`src/pos_pkg.sv`:
```
// positioning start selector: shared constants, types and register map
// assumes one 25 MHz clock and an APB master with 32-bit data
//
// Functional notes
// - store 31 addressable positioning entries
// - start acts on rising edge only
// - start allowed without homing or preset
// - five address bits select entries 1 to 31
// - address zero: error, sequential, homing, immediate
// - immediate target written first, run on start
// - immediate: no chaining, no dwell timer
// - immediate target may change during move
// - decelerate before target, stop there
// - run, stop, cancel, error, free-run abort
// - pause halts, release finishes the move
// - overtravel or limiter may end move early
// - write protect blocks keypad and tool edits
// - edit permit input gates data edits
// - teach input and serial link edit data
// - decimal position change keeps stored digits
// - sample start each 1.0 ms, 0.5 ms processing
// - sequential start runs on to cycle end
package pos_pkg;
  // ==========================================================
  // timing
  localparam int CLK_HZ = 25_000_000;
  localparam real SAMPLE_MS = 1.0;
  localparam real PROC_MS = 0.5;
  localparam int SAMPLE_CYC = int'(SAMPLE_MS * 1.0e-3 * CLK_HZ);
  localparam int PROC_CYC = int'(PROC_MS * 1.0e-3 * CLK_HZ);
  localparam int CNT_W = 16;
  // ==========================================================
  // sizes and entry layout
  localparam int N_ENTRIES = 31;
  localparam int ADDR_W = 5;
  localparam int POS_W = 30;
  localparam int ENT_CONTROL_INPUT_GROUP_BIT = 31;
  localparam int ENT_CYCLE_END_MARK_BIT = 30;
  localparam logic [31:0] ENT_RST = 32'h0;
  localparam logic [POS_W-1:0] DECEL_DIST = 30'h10;
  // ==========================================================
  // register offsets
  localparam logic [7:0] CTRL_OFS = 8'h00;
  localparam logic [7:0] STAT_OFS = 8'h04;
  localparam logic [7:0] IRQ_OFS = 8'h08;
  localparam logic [7:0] MASK_OFS = 8'h0c;
  localparam logic [7:0] IMM_OFS = 8'h10;
  localparam logic [7:0] SEL_OFS = 8'h14;
  localparam logic [7:0] DATA_OFS = 8'h18;
  localparam logic [7:0] SHI_OFS = 8'h1c;
  localparam logic [7:0] SLO_OFS = 8'h20;
  localparam logic [7:0] POS_OFS = 8'h24;
  // ==========================================================
  // fields and reset values
  localparam int CTRL_SEQ_LSB = 0;
  localparam int CTRL_WP_BIT = 2;
  localparam int CTRL_EPA_BIT = 3;
  localparam int CTRL_IMMCHG_BIT = 4;
  localparam int CTRL_SOFT_BIT = 5;
  localparam int CTRL_DEC_LSB = 8;
  localparam int CTRL_W = 12;
  localparam logic [CTRL_W-1:0] CTRL_RST = 12'h000;
  localparam int SEL_KEY_BIT = 8;
  localparam logic [POS_W-1:0] SHI_RST = 30'h1fffffff;
  localparam logic [POS_W-1:0] SLO_RST = 30'h20000000;
  localparam int IRQ_DONE = 0;
  localparam int IRQ_ADDR = 1;
  localparam int IRQ_ABORT = 2;
  localparam int IRQ_CYCLE_END_MARK = 3;
  localparam int IRQ_EARLY = 4;
  localparam int IRQ_REFUSE = 5;
  localparam int IRQ_W = 6;
  // ==========================================================
  // types
  typedef enum logic [1:0] {SEQ_ERROR, SEQ_SEQUENTIAL, SEQ_HOMING, SEQ_IMMEDIATE} seq_mode_t;
  typedef enum logic [1:0] {K_ENTRY, K_IMM, K_HOME} kind_t;
  typedef enum logic [1:0] {ST_IDLE, ST_PROC, ST_MOVE} state_t;
endpackage

```
`src/pos_store.sv`:
```
// positioning entry store: 31 words, one write port, two read ports
// assumes the caller has already checked edit permission
module pos_store
  import pos_pkg::*;
(
  input wire logic clk,
  input wire logic arst_n,
  input wire logic ce,
  input wire logic we,
  input wire logic [ADDR_W-1:0] wr_idx,
  input wire logic [31:0] wr_data,
  input wire logic [ADDR_W-1:0] rd_idx_a,
  output logic [31:0] rd_data_a,
  input wire logic [ADDR_W-1:0] rd_idx_b,
  output logic [31:0] rd_data_b
);
  logic [31:0] mem_q [1:N_ENTRIES];

  always_ff @(posedge clk or negedge arst_n) begin
    if (!arst_n) begin
      for (int i = 1; i <= N_ENTRIES; i++) begin
        mem_q[i] <= ENT_RST;
      end
    end else if (ce && we && wr_idx != '0) begin
      mem_q[wr_idx] <= wr_data;
    end
  end

  // index zero names no entry and reads as zero
  assign rd_data_a = (rd_idx_a == '0) ? '0 : mem_q[rd_idx_a];
  assign rd_data_b = (rd_idx_b == '0) ? '0 : mem_q[rd_idx_b];
endmodule // pos_store

```
`src/positioning_start_selector.sv`:
```
// positioning start selector: start edge, address decode, motion and stops
// assumes APB master on MCLK; start, address and stop pins are asynchronous
module positioning_start_selector
  import pos_pkg::*;
#(
  parameter int SAMPLE_CYCLES = SAMPLE_CYC,
  parameter int PROC_CYCLES = PROC_CYC
) (
  input wire logic MCLK,
  input wire logic ARST_N,
  input wire logic CE,
  input wire logic PSEL,
  input wire logic PENABLE,
  input wire logic PWRITE,
  input wire logic [7:0] PADDR,
  input wire logic [31:0] PWDATA,
  output logic [31:0] PRDATA,
  output logic PREADY,
  output logic PSLVERR,
  input wire logic START,
  input wire logic SEL_BIT0,
  input wire logic SEL_BIT1,
  input wire logic SEL_BIT2,
  input wire logic SEL_BIT3,
  input wire logic SEL_BIT4,
  input wire logic RUN,
  input wire logic FORCED_STOP_IN,
  input wire logic POS_CANCEL,
  input wire logic EXT_OK,
  input wire logic FREE_RUN,
  input wire logic PAUSE,
  input wire logic OVERTRAVEL_LIMIT_POS,
  input wire logic OVERTRAVEL_LIMIT_NEG,
  input wire logic LIMITER,
  input wire logic IMM_CONTINUE,
  input wire logic EDIT_PERMIT,
  input wire logic TEACH,
  output logic BUSY,
  output logic DECEL,
  output logic CYCLE_END_OUT,
  output logic ADDR_ERR,
  output logic [POS_W-1:0] POSITION,
  output logic IRQ
);
  // ==========================================================
  // pin synchronisers (control_input_group and address)
  localparam int I_START = 0;
  localparam int I_SEL = 1;
  localparam int I_RUN = 6;
  localparam int I_FSTOP = 7;
  localparam int I_CANCEL = 8;
  localparam int I_EXTOK = 9;
  localparam int I_FREE = 10;
  localparam int I_PAUSE = 11;
  localparam int I_OTP = 12;
  localparam int I_OTN = 13;
  localparam int I_LIM = 14;
  localparam int I_IMMC = 15;
  localparam int I_PERMIT = 16;
  localparam int I_TEACH = 17;
  localparam int NPIN = 18;
  localparam logic [CNT_W-1:0] SCNT_LAST = CNT_W'(SAMPLE_CYCLES - 1);
  localparam logic [CNT_W-1:0] PCNT_LAST = CNT_W'(PROC_CYCLES - 1);
  localparam logic [ADDR_W-1:0] LAST_IDX = ADDR_W'(N_ENTRIES);

  logic [NPIN-1:0] pins_in, meta_q, pin_q;
  assign pins_in = {TEACH, EDIT_PERMIT, IMM_CONTINUE, LIMITER, OVERTRAVEL_LIMIT_NEG,
                    OVERTRAVEL_LIMIT_POS, PAUSE, FREE_RUN, EXT_OK, POS_CANCEL,
                    FORCED_STOP_IN, RUN, SEL_BIT4, SEL_BIT3, SEL_BIT2, SEL_BIT1,
                    SEL_BIT0, START};

  always_ff @(posedge MCLK or negedge ARST_N) begin
    if (!ARST_N) begin
      meta_q <= '0;
      pin_q <= '0;
    end else if (CE) begin
      meta_q <= pins_in;
      pin_q <= meta_q;
    end
  end

  // ==========================================================
  // declarations
  state_t state_q;
  kind_t kind_q;
  seq_mode_t seq_mode;
  logic [ADDR_W-1:0] addr_s, idx_q;
  logic [CNT_W-1:0] smp_cnt_q, proc_cnt_q;
  logic start_smp_q, teach_prev_q, smp_tick, start_edge, go, go_err;
  logic abort_c, pause_c, early_c, soft_ot, step_up, at_tgt, proc_done;
  logic chain, imm_again, cycle_end_mark, mv, done_ev;
  logic signed [POS_W-1:0] pos_q, target_q, imm_q, shi_q, slo_q;
  logic [CTRL_W-1:0] ctrl_q;
  logic [IRQ_W-1:0] irq_stat_q, mask_q, ev;
  logic [8:0] sel_q;
  logic [31:0] ent, sel_rd, st_wdata, prdata_q;
  logic apb_acc, apb_wr, data_wr, teach_edge, st_we, ok_apb, ok_teach, imm_upd;
  logic pready_q, pslverr_q, busy_q, decel_q, cyc_end_q, addr_err_q, irq_q;

  function automatic logic [POS_W-1:0] dist_f(input logic signed [POS_W-1:0] a,
                                               input logic signed [POS_W-1:0] b);
    dist_f = (a > b) ? POS_W'(a - b) : POS_W'(b - a);
  endfunction

  // edits need a real entry, the permit input when assigned, and
  // no write protection for keypad or tool sourced edits
  function automatic logic edit_ok_f(input logic [ADDR_W-1:0] idx, input logic key,
                                     input logic [CTRL_W-1:0] ctrl, input logic permit);
    edit_ok_f = (idx != '0) && (!ctrl[CTRL_EPA_BIT] || permit) && !(key && ctrl[CTRL_WP_BIT]);
  endfunction

  // ==========================================================
  // start sampling every sample period
  assign addr_s = pin_q[I_SEL +: ADDR_W];
  assign seq_mode = seq_mode_t'(ctrl_q[CTRL_SEQ_LSB +: 2]);
  assign smp_tick = (smp_cnt_q == SCNT_LAST);
  assign start_edge = smp_tick && pin_q[I_START] && !start_smp_q;

  always_ff @(posedge MCLK or negedge ARST_N) begin
    if (!ARST_N) begin
      smp_cnt_q <= '0;
      start_smp_q <= 1'b0;
    end else if (CE) begin
      smp_cnt_q <= smp_tick ? '0 : smp_cnt_q + CNT_W'(1);
      if (smp_tick) begin
        start_smp_q <= pin_q[I_START];
      end
    end
  end

  // ==========================================================
  // stop and motion conditions
  assign abort_c = !pin_q[I_RUN] || !pin_q[I_FSTOP] || pin_q[I_CANCEL]
                   || !pin_q[I_EXTOK] || pin_q[I_FREE];
  assign pause_c = pin_q[I_PAUSE];
  assign step_up = target_q > pos_q;
  assign soft_ot = ctrl_q[CTRL_SOFT_BIT] && (step_up ? pos_q >= shi_q : pos_q <= slo_q);
  assign early_c = (step_up ? pin_q[I_OTP] : pin_q[I_OTN]) || pin_q[I_LIM] || soft_ot;
  assign at_tgt = (pos_q == target_q);
  assign proc_done = (proc_cnt_q == PCNT_LAST);
  assign cycle_end_mark = ent[ENT_CYCLE_END_MARK_BIT];
  // continuation only for stored entries; immediate data never chains by itself
  assign chain = (kind_q == K_ENTRY) && !cycle_end_mark && (idx_q != LAST_IDX)
                 && (ent[ENT_CONTROL_INPUT_GROUP_BIT] || (seq_mode == SEQ_SEQUENTIAL && addr_s == '0));
  assign imm_again = (kind_q == K_IMM) && pin_q[I_IMMC];
  // no homing or preset state gates the start
  assign go = CE && state_q == ST_IDLE && start_edge && !abort_c;
  assign go_err = (addr_s == '0) && (seq_mode == SEQ_ERROR || (seq_mode == SEQ_SEQUENTIAL
                  && (idx_q == '0 || idx_q == LAST_IDX)));
  assign mv = CE && state_q == ST_MOVE;
  assign done_ev = mv && !abort_c && !pause_c && at_tgt;

  // ==========================================================
  // sequencer
  always_ff @(posedge MCLK or negedge ARST_N) begin
    if (!ARST_N) begin
      state_q <= ST_IDLE;
      idx_q <= '0;
      kind_q <= K_ENTRY;
    end else if (CE) begin
      case (state_q)
        ST_IDLE: begin
          if (go && !go_err) begin
            state_q <= ST_PROC;
            if (addr_s != '0) begin
              idx_q <= addr_s;
              kind_q <= K_ENTRY;
            end else begin
              case (seq_mode)
                SEQ_SEQUENTIAL: begin
                  idx_q <= idx_q + ADDR_W'(1);
                  kind_q <= K_ENTRY;
                end
                SEQ_HOMING: kind_q <= K_HOME;
                default: kind_q <= K_IMM;
              endcase
            end
          end
        end
        ST_PROC: begin
          if (abort_c) begin
            state_q <= ST_IDLE;
          end else if (proc_done) begin
            state_q <= ST_MOVE;
          end
        end
        ST_MOVE: begin
          if (abort_c) begin
            state_q <= ST_IDLE;
          end else if (pause_c) begin
            state_q <= ST_MOVE;
          end else if (at_tgt) begin
            if (chain) begin
              idx_q <= idx_q + ADDR_W'(1);
              state_q <= ST_PROC;
            end else if (imm_again) begin
              state_q <= ST_PROC;
            end else begin
              state_q <= ST_IDLE;
            end
          end else if (early_c) begin
            state_q <= ST_IDLE;
          end
        end
        default: state_q <= ST_IDLE;
      endcase
    end
  end

  always_ff @(posedge MCLK or negedge ARST_N) begin
    if (!ARST_N) begin
      proc_cnt_q <= '0;
    end else if (CE) begin
      proc_cnt_q <= (state_q == ST_PROC) ? proc_cnt_q + CNT_W'(1) : '0;
    end
  end

  // ==========================================================
  // target and position; one unit per clock stands in for the profile
  assign imm_upd = apb_wr && PADDR == IMM_OFS && ctrl_q[CTRL_IMMCHG_BIT]
                   && state_q == ST_MOVE && kind_q == K_IMM;

  always_ff @(posedge MCLK or negedge ARST_N) begin
    if (!ARST_N) begin
      target_q <= '0;
      pos_q <= '0;
    end else if (CE) begin
      if (state_q == ST_PROC && proc_done) begin
        target_q <= (kind_q == K_HOME) ? '0 : (kind_q == K_IMM) ? imm_q : ent[POS_W-1:0];
      end else if (imm_upd) begin
        target_q <= PWDATA[POS_W-1:0];
      end
      if (mv && !abort_c && !pause_c && !at_tgt && !early_c) begin
        pos_q <= step_up ? pos_q + POS_W'(1) : pos_q - POS_W'(1);
      end
    end
  end

  // ==========================================================
  // entry store and edit paths
  assign data_wr = apb_wr && PADDR == DATA_OFS;
  assign teach_edge = CE && pin_q[I_TEACH] && !teach_prev_q;
  assign ok_apb = edit_ok_f(sel_q[ADDR_W-1:0], sel_q[SEL_KEY_BIT], ctrl_q, pin_q[I_PERMIT]);
  assign ok_teach = edit_ok_f(sel_q[ADDR_W-1:0], 1'b0, ctrl_q, pin_q[I_PERMIT]);
  // a teach edge colliding with a bus write to the data register is refused, not queued
  assign st_we = (data_wr && ok_apb) || (!data_wr && teach_edge && ok_teach);
  assign st_wdata = data_wr ? PWDATA : {sel_rd[31:POS_W], pos_q};

  always_ff @(posedge MCLK or negedge ARST_N) begin
    if (!ARST_N) begin
      teach_prev_q <= 1'b0;
    end else if (CE) begin
      teach_prev_q <= pin_q[I_TEACH];
    end
  end

  pos_store u_store (
    .clk(MCLK),
    .arst_n(ARST_N),
    .ce(CE),
    .we(st_we),
    .wr_idx(sel_q[ADDR_W-1:0]),
    .wr_data(st_wdata),
    .rd_idx_a(idx_q),
    .rd_data_a(ent),
    .rd_idx_b(sel_q[ADDR_W-1:0]),
    .rd_data_b(sel_rd)
  );

  // ==========================================================
  // APB slave: one wait state, writes land on the completing edge
  assign apb_acc = CE && PSEL && PENABLE;
  assign apb_wr = apb_acc && pready_q && PWRITE;

  always_ff @(posedge MCLK or negedge ARST_N) begin
    if (!ARST_N) begin
      pready_q <= 1'b0;
      pslverr_q <= 1'b0;
      prdata_q <= '0;
    end else if (CE) begin
      pready_q <= apb_acc && !pready_q;
      pslverr_q <= apb_acc && !pready_q && PADDR > POS_OFS;
      if (apb_acc && !pready_q) begin
        case (PADDR)
          CTRL_OFS: prdata_q <= 32'(ctrl_q);
          STAT_OFS: prdata_q <= 32'({kind_q, idx_q, addr_err_q, pause_c, state_q});
          IRQ_OFS: prdata_q <= 32'(irq_stat_q);
          MASK_OFS: prdata_q <= 32'(mask_q);
          IMM_OFS: prdata_q <= 32'(unsigned'(imm_q));
          SEL_OFS: prdata_q <= 32'(sel_q);
          DATA_OFS: prdata_q <= sel_rd;
          SHI_OFS: prdata_q <= 32'(unsigned'(shi_q));
          SLO_OFS: prdata_q <= 32'(unsigned'(slo_q));
          POS_OFS: prdata_q <= 32'(unsigned'(pos_q));
          default: prdata_q <= '0;
        endcase
      end
    end
  end

  always_ff @(posedge MCLK or negedge ARST_N) begin
    if (!ARST_N) begin
      ctrl_q <= CTRL_RST;
      mask_q <= '0;
      imm_q <= '0;
      sel_q <= '0;
      shi_q <= SHI_RST;
      slo_q <= SLO_RST;
    end else if (apb_wr) begin
      case (PADDR)
        // decimal position is only stored; entry words are never rescaled
        CTRL_OFS: ctrl_q <= PWDATA[CTRL_W-1:0];
        MASK_OFS: mask_q <= PWDATA[IRQ_W-1:0];
        IMM_OFS: imm_q <= PWDATA[POS_W-1:0];
        SEL_OFS: sel_q <= PWDATA[8:0];
        SHI_OFS: shi_q <= PWDATA[POS_W-1:0];
        SLO_OFS: slo_q <= PWDATA[POS_W-1:0];
        default: sel_q <= sel_q;
      endcase
    end
  end

  // ==========================================================
  // events, sticky status, interrupt; a set beats a same-cycle clear
  always_comb begin
    ev = '0;
    ev[IRQ_DONE] = done_ev;
    ev[IRQ_ADDR] = go && go_err;
    ev[IRQ_ABORT] = mv && abort_c;
    ev[IRQ_CYCLE_END_MARK] = done_ev && kind_q == K_ENTRY && cycle_end_mark;
    ev[IRQ_EARLY] = mv && !abort_c && !pause_c && !at_tgt && early_c;
    ev[IRQ_REFUSE] = (data_wr && !ok_apb) || (teach_edge && (data_wr || !ok_teach));
  end

  always_ff @(posedge MCLK or negedge ARST_N) begin
    if (!ARST_N) begin
      irq_stat_q <= '0;
      irq_q <= 1'b0;
    end else if (CE) begin
      irq_stat_q <= (irq_stat_q & ~((apb_wr && PADDR == IRQ_OFS) ? PWDATA[IRQ_W-1:0] : '0)) | ev;
      irq_q <= |(irq_stat_q & mask_q);
    end
  end

  // ==========================================================
  // pin outputs, all registered
  always_ff @(posedge MCLK or negedge ARST_N) begin
    if (!ARST_N) begin
      busy_q <= 1'b0;
      decel_q <= 1'b0;
      cyc_end_q <= 1'b0;
      addr_err_q <= 1'b0;
    end else if (CE) begin
      busy_q <= (state_q != ST_IDLE);
      decel_q <= (state_q == ST_MOVE) && (dist_f(target_q, pos_q) <= DECEL_DIST);
      if (go) begin
        addr_err_q <= go_err;
        cyc_end_q <= 1'b0;
      end else if (ev[IRQ_CYCLE_END_MARK]) begin
        cyc_end_q <= 1'b1;
      end
    end
  end

  assign BUSY = busy_q;
  assign DECEL = decel_q;
  assign CYCLE_END_OUT = cyc_end_q;
  assign ADDR_ERR = addr_err_q;
  assign POSITION = pos_q;
  assign IRQ = irq_q;
  assign PREADY = pready_q;
  assign PSLVERR = pslverr_q;
  assign PRDATA = prdata_q;
endmodule // positioning_start_selector

```
`config.mk`:
```
export PLATFORM = sky130hd
export DESIGN_NAME = positioning_start_selector
export DESIGN_NICKNAME = d
export VERILOG_FILES = /design/src/pos_pkg.sv /design/src/pos_store.sv /design/src/positioning_start_selector.sv
export SDC_FILE = /design/constraint.sdc
export NUM_CORES = 2
export LEC_CHECK = 0
export BUFFER_PORTS_ARGS = -buffer_cell sky130_fd_sc_hd__clkbuf_2
export CAP_MARGIN = 0
export CORE_ASPECT_RATIO = 0.8
export CORE_UTILIZATION = 30
export CTS_CLUSTER_SIZE = 20
export DETAILED_ROUTE_END_ITERATION = 12
export GPL_TIMING_DRIVEN = 0
export PLACE_DENSITY = 0.53
export SLEW_MARGIN = 20
export SYNTH_ARGS = -nofsm -noshare
export SYNTH_HDL_FRONTEND = slang
export SYNTH_SLANG_ARGS = --single-unit
export TNS_END_PERCENT = 100
```
`constraint.sdc`:
```
create_clock -name MCLK -period 6.9 [get_ports MCLK]
set_input_delay 0.69 -clock MCLK [delete_from_list [all_inputs] [get_ports MCLK]]
set_output_delay 0.69 -clock MCLK [all_outputs]
set_load 0.02 [all_outputs]
```
==> flow_summary.json <==
{
  "status": "completed",
  "grt_pass1_vias": 59960,
  "finalCriticalPeriod_ps": 6488,
  "path_max_fanout": 40,
  "rsz0062_at_grt": "false",
  "drc": 0,
  "drtPass1Iterations": 9,
  "synth-main-ff-cell": "dfrtp_1",
  "core_region_area_um2": 232500,
  "cp.arrival_ps": 7170,
  "fin_worst_skew_ps": 80.18,
  "swShare_pct": 23.65,
  "p_sw_mw": 3.766,
  "dpl_cell_area_um2": 75830,
  "layout.nets": 7257,
  "gp_congestion": 1.007,
  "ant_nets": 0,
  "track_usage_pct": 28.77,
  "die_w_um": 543.6,
  "rows": 158,
  "muxShareOfSynthArea_pct": 19.84,
  "irDropWorstVdd_mv": 0.1774,
  "cts_tree": "yes",
  "finalCritPeriodShare_pct": 94.03,
  "die_y_um": 435.3,
  "final_util_pct": 34.65,
  "slew_headroom_pct": 4.400,
  "antenna_found_initial": 33,
  "hpwl_mm": 248.2,
  "design_area_um2": 80550,
  "ys_warn_count": 0,
  "wl_per_cell_um": 33.83,
  "p_per_area_nw_per_um2": 197.7,
  "syn_area_um2": 70390,
  "syn-instance-count": 6731,
  "drtIter0Drc": 9696,
  "p_seq_share_pct": 48.3,
  "grt_max_degree": 92,
  "ys_ff_latch": 1293,
  "drive_above_1_share_pct": 18.36,
  "hold_class": "primary input to flop",
  "leakage_nw": 34.39,
  "clockBufferDepth": 4,
  "drv_slew": 0,
  "synth_cell_types": 96,
  "grt_pass1_wl_mm": 477.6,
  "ys_seq_area_share_pct": 46.02,
  "tightestPinTransition_ps": 1434,
  "comb_power_share_pct": 2.4,
  "worstSetupPathType": "flop to flop",
  "cts-root-buf": "clkbuf_16",
  "synth_compound_area_share_pct": 15.35,
  "cp.required_ps": 7580,
  "clockPowerShare_pct": 49.3,
  "start_util_pct": 30.28,
  "synth-simple-area-share_pct": 10.99,
  "n_fill_cell": 23640,
  "portBuffers": 125,
  "endpoint_kind": "flop",
  "synth_adder_area_share_pct": 2.894,
  "syn_avg_cell_area_um2": 10.46,
  "htreeDepth": 4,
  "async_flop_share_pct": 100.0,
  "start_kind": "flop",
  "syn-num-nets": 6956,
  "intPower_mw": 12.16,
  "final_hold_viol_count": 0,
  "io_pins": 133,
  "final_cell_count_no_fill": 10270,
  "areaGrowthSynthToFinish_pct": 14.43,
  "maxCapViolCount": 0,
  "clk_latency_ps": 870,
  "wl_mm": 347.5,
  "vias_per_cell": 6.158,
  "setup_viol": 0,
  "cts_sinks": 1293,
  "dieArea_um2": 236600,
  "place_inst": 10000,
  "synthXorXnorAreaFrac_pct": 0.8710,
  "vias": 63260,
  "grt_overflow_total": 0,
  "fmaxAchievable_mhz": 154.1,
  "synth_top_family_by_area": "multiplexers",
  "cts_buffers": 142,
  "synth_edf_count": 0,
  "cts.clk_slew.worst_paths_ps": 70
}
synthesized netlist by cell type (all sizes together) (11+ instances only):
| cell | count | area, um2 |
|---|---|---|
| xnor2 | 36 | 315.3 |
| dfstp | 30 | 788.3 |
| and2 | 14 | 91.34 |
| or3 | 17 | 106.4 |
| mux2 | 132 | 1486 |
| xor2 | 34 | 297.8 |
| o21bai | 14 | 105.1 |
| nor2b | 19 | 118.9 |
| dfrtp | 1263 | 31610 |
| nand2 | 1112 | 4184 |
| nand2b | 11 | 68.82 |
| a211oi | 17 | 132.6 |
| a21o | 45 | 337.8 |
| o211ai | 19 | 142.6 |
| nor3 | 42 | 226.5 |
| mux4 | 512 | 11530 |
| or2 | 16 | 100.1 |
| a222oi | 32 | 320.3 |
| ha | 158 | 1977 |
| inv | 158 | 593.1 |
| a22oi | 182 | 1366 |
| nand3 | 80 | 400.4 |
| nor2 | 385 | 1445 |
| o21ai | 1046 | 5235 |
| and3 | 13 | 81.33 |
| a21oi | 423 | 2121 |
| a31oi | 13 | 87.58 |
| nand4 | 62 | 387.9 |
| clkbuf | 480 | 1805 |
| mux2i | 95 | 950.9 |
| o21a | 12 | 90.09 |
| nor4 | 15 | 93.84 |
| buf | 96 | 429.2 |
layout make-up:
| cell class | instances | area, um2 | area share, % |
|---|---|---|---|
| Tap cell | 3120 | 3904 | 4.846 |
| Buffer | 576 | 2402 | 2.982 |
| Inverter | 160 | 605.6 | 0.7518 |
| Timing Repair Buffer | 157 | 1356 | 1.684 |
| Sequential cell | 1293 | 32430 | 40.26 |
| Clock buffer | 211 | 4149 | 5.151 |
| Antenna cell | 19 | 47.55 | 0.05903 |
| Multi-Input combinational cell | 4702 | 35290 | 43.81 |
| Clock inverter | 35 | 366.6 | 0.4551 |
kinds of logic (layout without fill, tap and decap cells):
group | count (synthesis) | after routing
compound gates | 1895 | 1895
xor+xnor | 70 | 70
fa+ha+maj | 161 | 161
buf+inv | 736 | 1139
flops | 1293 | 1293
mux | 739 | 739
other cells | 0 | 19
simple gates | 1837 | 1837
metal layers:
layer  GRT usage, %  vias to the layer above  routed length, um
met5          5.337                        -               2121
met4          11.71                       60              15900
met3          16.19                      993              58600
met2          37.91                     4692             135900
met1          37.71                    32440             135000
li1               -                    25080                  -
power groups by stage:
stage	Sequential [mW]	Combinational, mW	Clock (mW)
floorplan	7.81	0.109	0
global placement	7.85	0.349	0
detailed placement	7.83	0.391	0
CTS	7.69	0.393	7.81
global route	7.69	0.430	8.13
finish	7.69	0.388	7.85
registers in the layout (all words and copies together), names as in the netlist, 2 cells and up:
| register | flops |
|---|---|
| sel_q | 9 |
| idx_q | 5 |
| mask_q | 6 |
| irq_stat_q | 6 |
| shi_q | 30 |
| slo_q | 30 |
| kind_q | 2 |
| PRDATA | 32 |
| u_store.mem_q | 992 |
| smp_cnt_q | 16 |
| imm_q | 30 |
| proc_cnt_q | 16 |
| ctrl_q | 12 |
| state_q | 2 |
| pin_q | 18 |
| POSITION | 30 |
| meta_q | 18 |
| target_q | 30 |
critical path: stages (launching register included):
cell and delay [ps]:
dfrtp_2 580, ha_1 320, fa_1 380, nor2b_1 220, o21ai_1 130, a31oi_2 380, o2111ai_2 270, a41oi_4 500
nand2_4 220, buf_4 340, ha_1 400, nor2b_1 150, o21ai_0 220, a21boi_0 160, o21ai_0 280, a21oi_1 190
a41oi_1 420, o21ai_1 230, a221oi_2 280, buf_4 170, o21a_1 100, o21ai_0 80, mux2_2 270
final timing paths:
| kind | from | end | slack, ps | cells after the start |
|---|---|---|---|---|
| worst max-delay path | POSITION[0]$_DFFE_PN0P_ | POSITION[26]$_DFFE_PN0P_ | 410 | 22 |
| worst min-delay path | OVERTRAVEL_LIMIT_POS | meta_q[12]$_DFFE_PN0P_ | 120 | 2 |
| worst max register to register | POSITION[0]$_DFFE_PN0P_ | POSITION[26]$_DFFE_PN0P_ | 410 | 22 |
| worst min register to register | PRDATA[28]$_DFFE_PN0P_ | PRDATA[28]$_DFFE_PN0P_ | 490 | 2 |
| max in group asynchronous | ARST_N | u_store.mem_q[553]$_DFFE_PN0P_ | 3910 | 7 |
| min in group asynchronous | ARST_N | meta_q[0]$_DFFE_PN0P_ | 410 | 2 |
per-stage QoR:
| stage | TNS, ps | setup slack [ps] | hold WS, ps | power, mW |
|---|---|---|---|---|
| floorplan | 0 | 1511 | 394.4 | 7.916 |
| finish | 0 | 412.2 | 117.6 | 15.92 |
| global route | 0 | 59.85 | 112.5 | 16.25 |
| detailed placement | -3125 | -917.9 | 478.2 | 8.217 |
| CTS | 0 | 1.226 | 103.2 | 15.89 |
| global placement | - | -28010 | 469.5 | 8.198 |
timing repair:
action,4_1_cts,5_1_grt
pin swaps,1,2
setup buffers,1,2
endpoints found under the hold margin,39,0
endpoints found under the setup margin,9,4
hold buffers,1,0
resized for setup,8,23
cells in the final DEF, fill, tap and decap left out, types with 24 or more instances in the layout:
cell type / count
mux4_2: 512
o21ai_0: 1041
nor3_1: 37
clkbuf_8: 24
a222oi_1: 32
nand3_1: 80
clkinv_2: 24
buf_2: 69
a22oi_1: 182
dfstp_2: 30
mux2_2: 132
clkbuf_16: 147
nand2_1: 1110
clkbuf_1: 429
ha_1: 158
xor2_1: 34
dfrtp_1: 1235
a21o_1: 45
mux2i_2: 27
inv_1: 158
a21oi_1: 422
dfrtp_2: 28
clkbuf_2: 217
nor2_1: 381
mux2i_1: 68
xnor2_1: 36
nand4_1: 62
(Power assumes the default switching activity.)
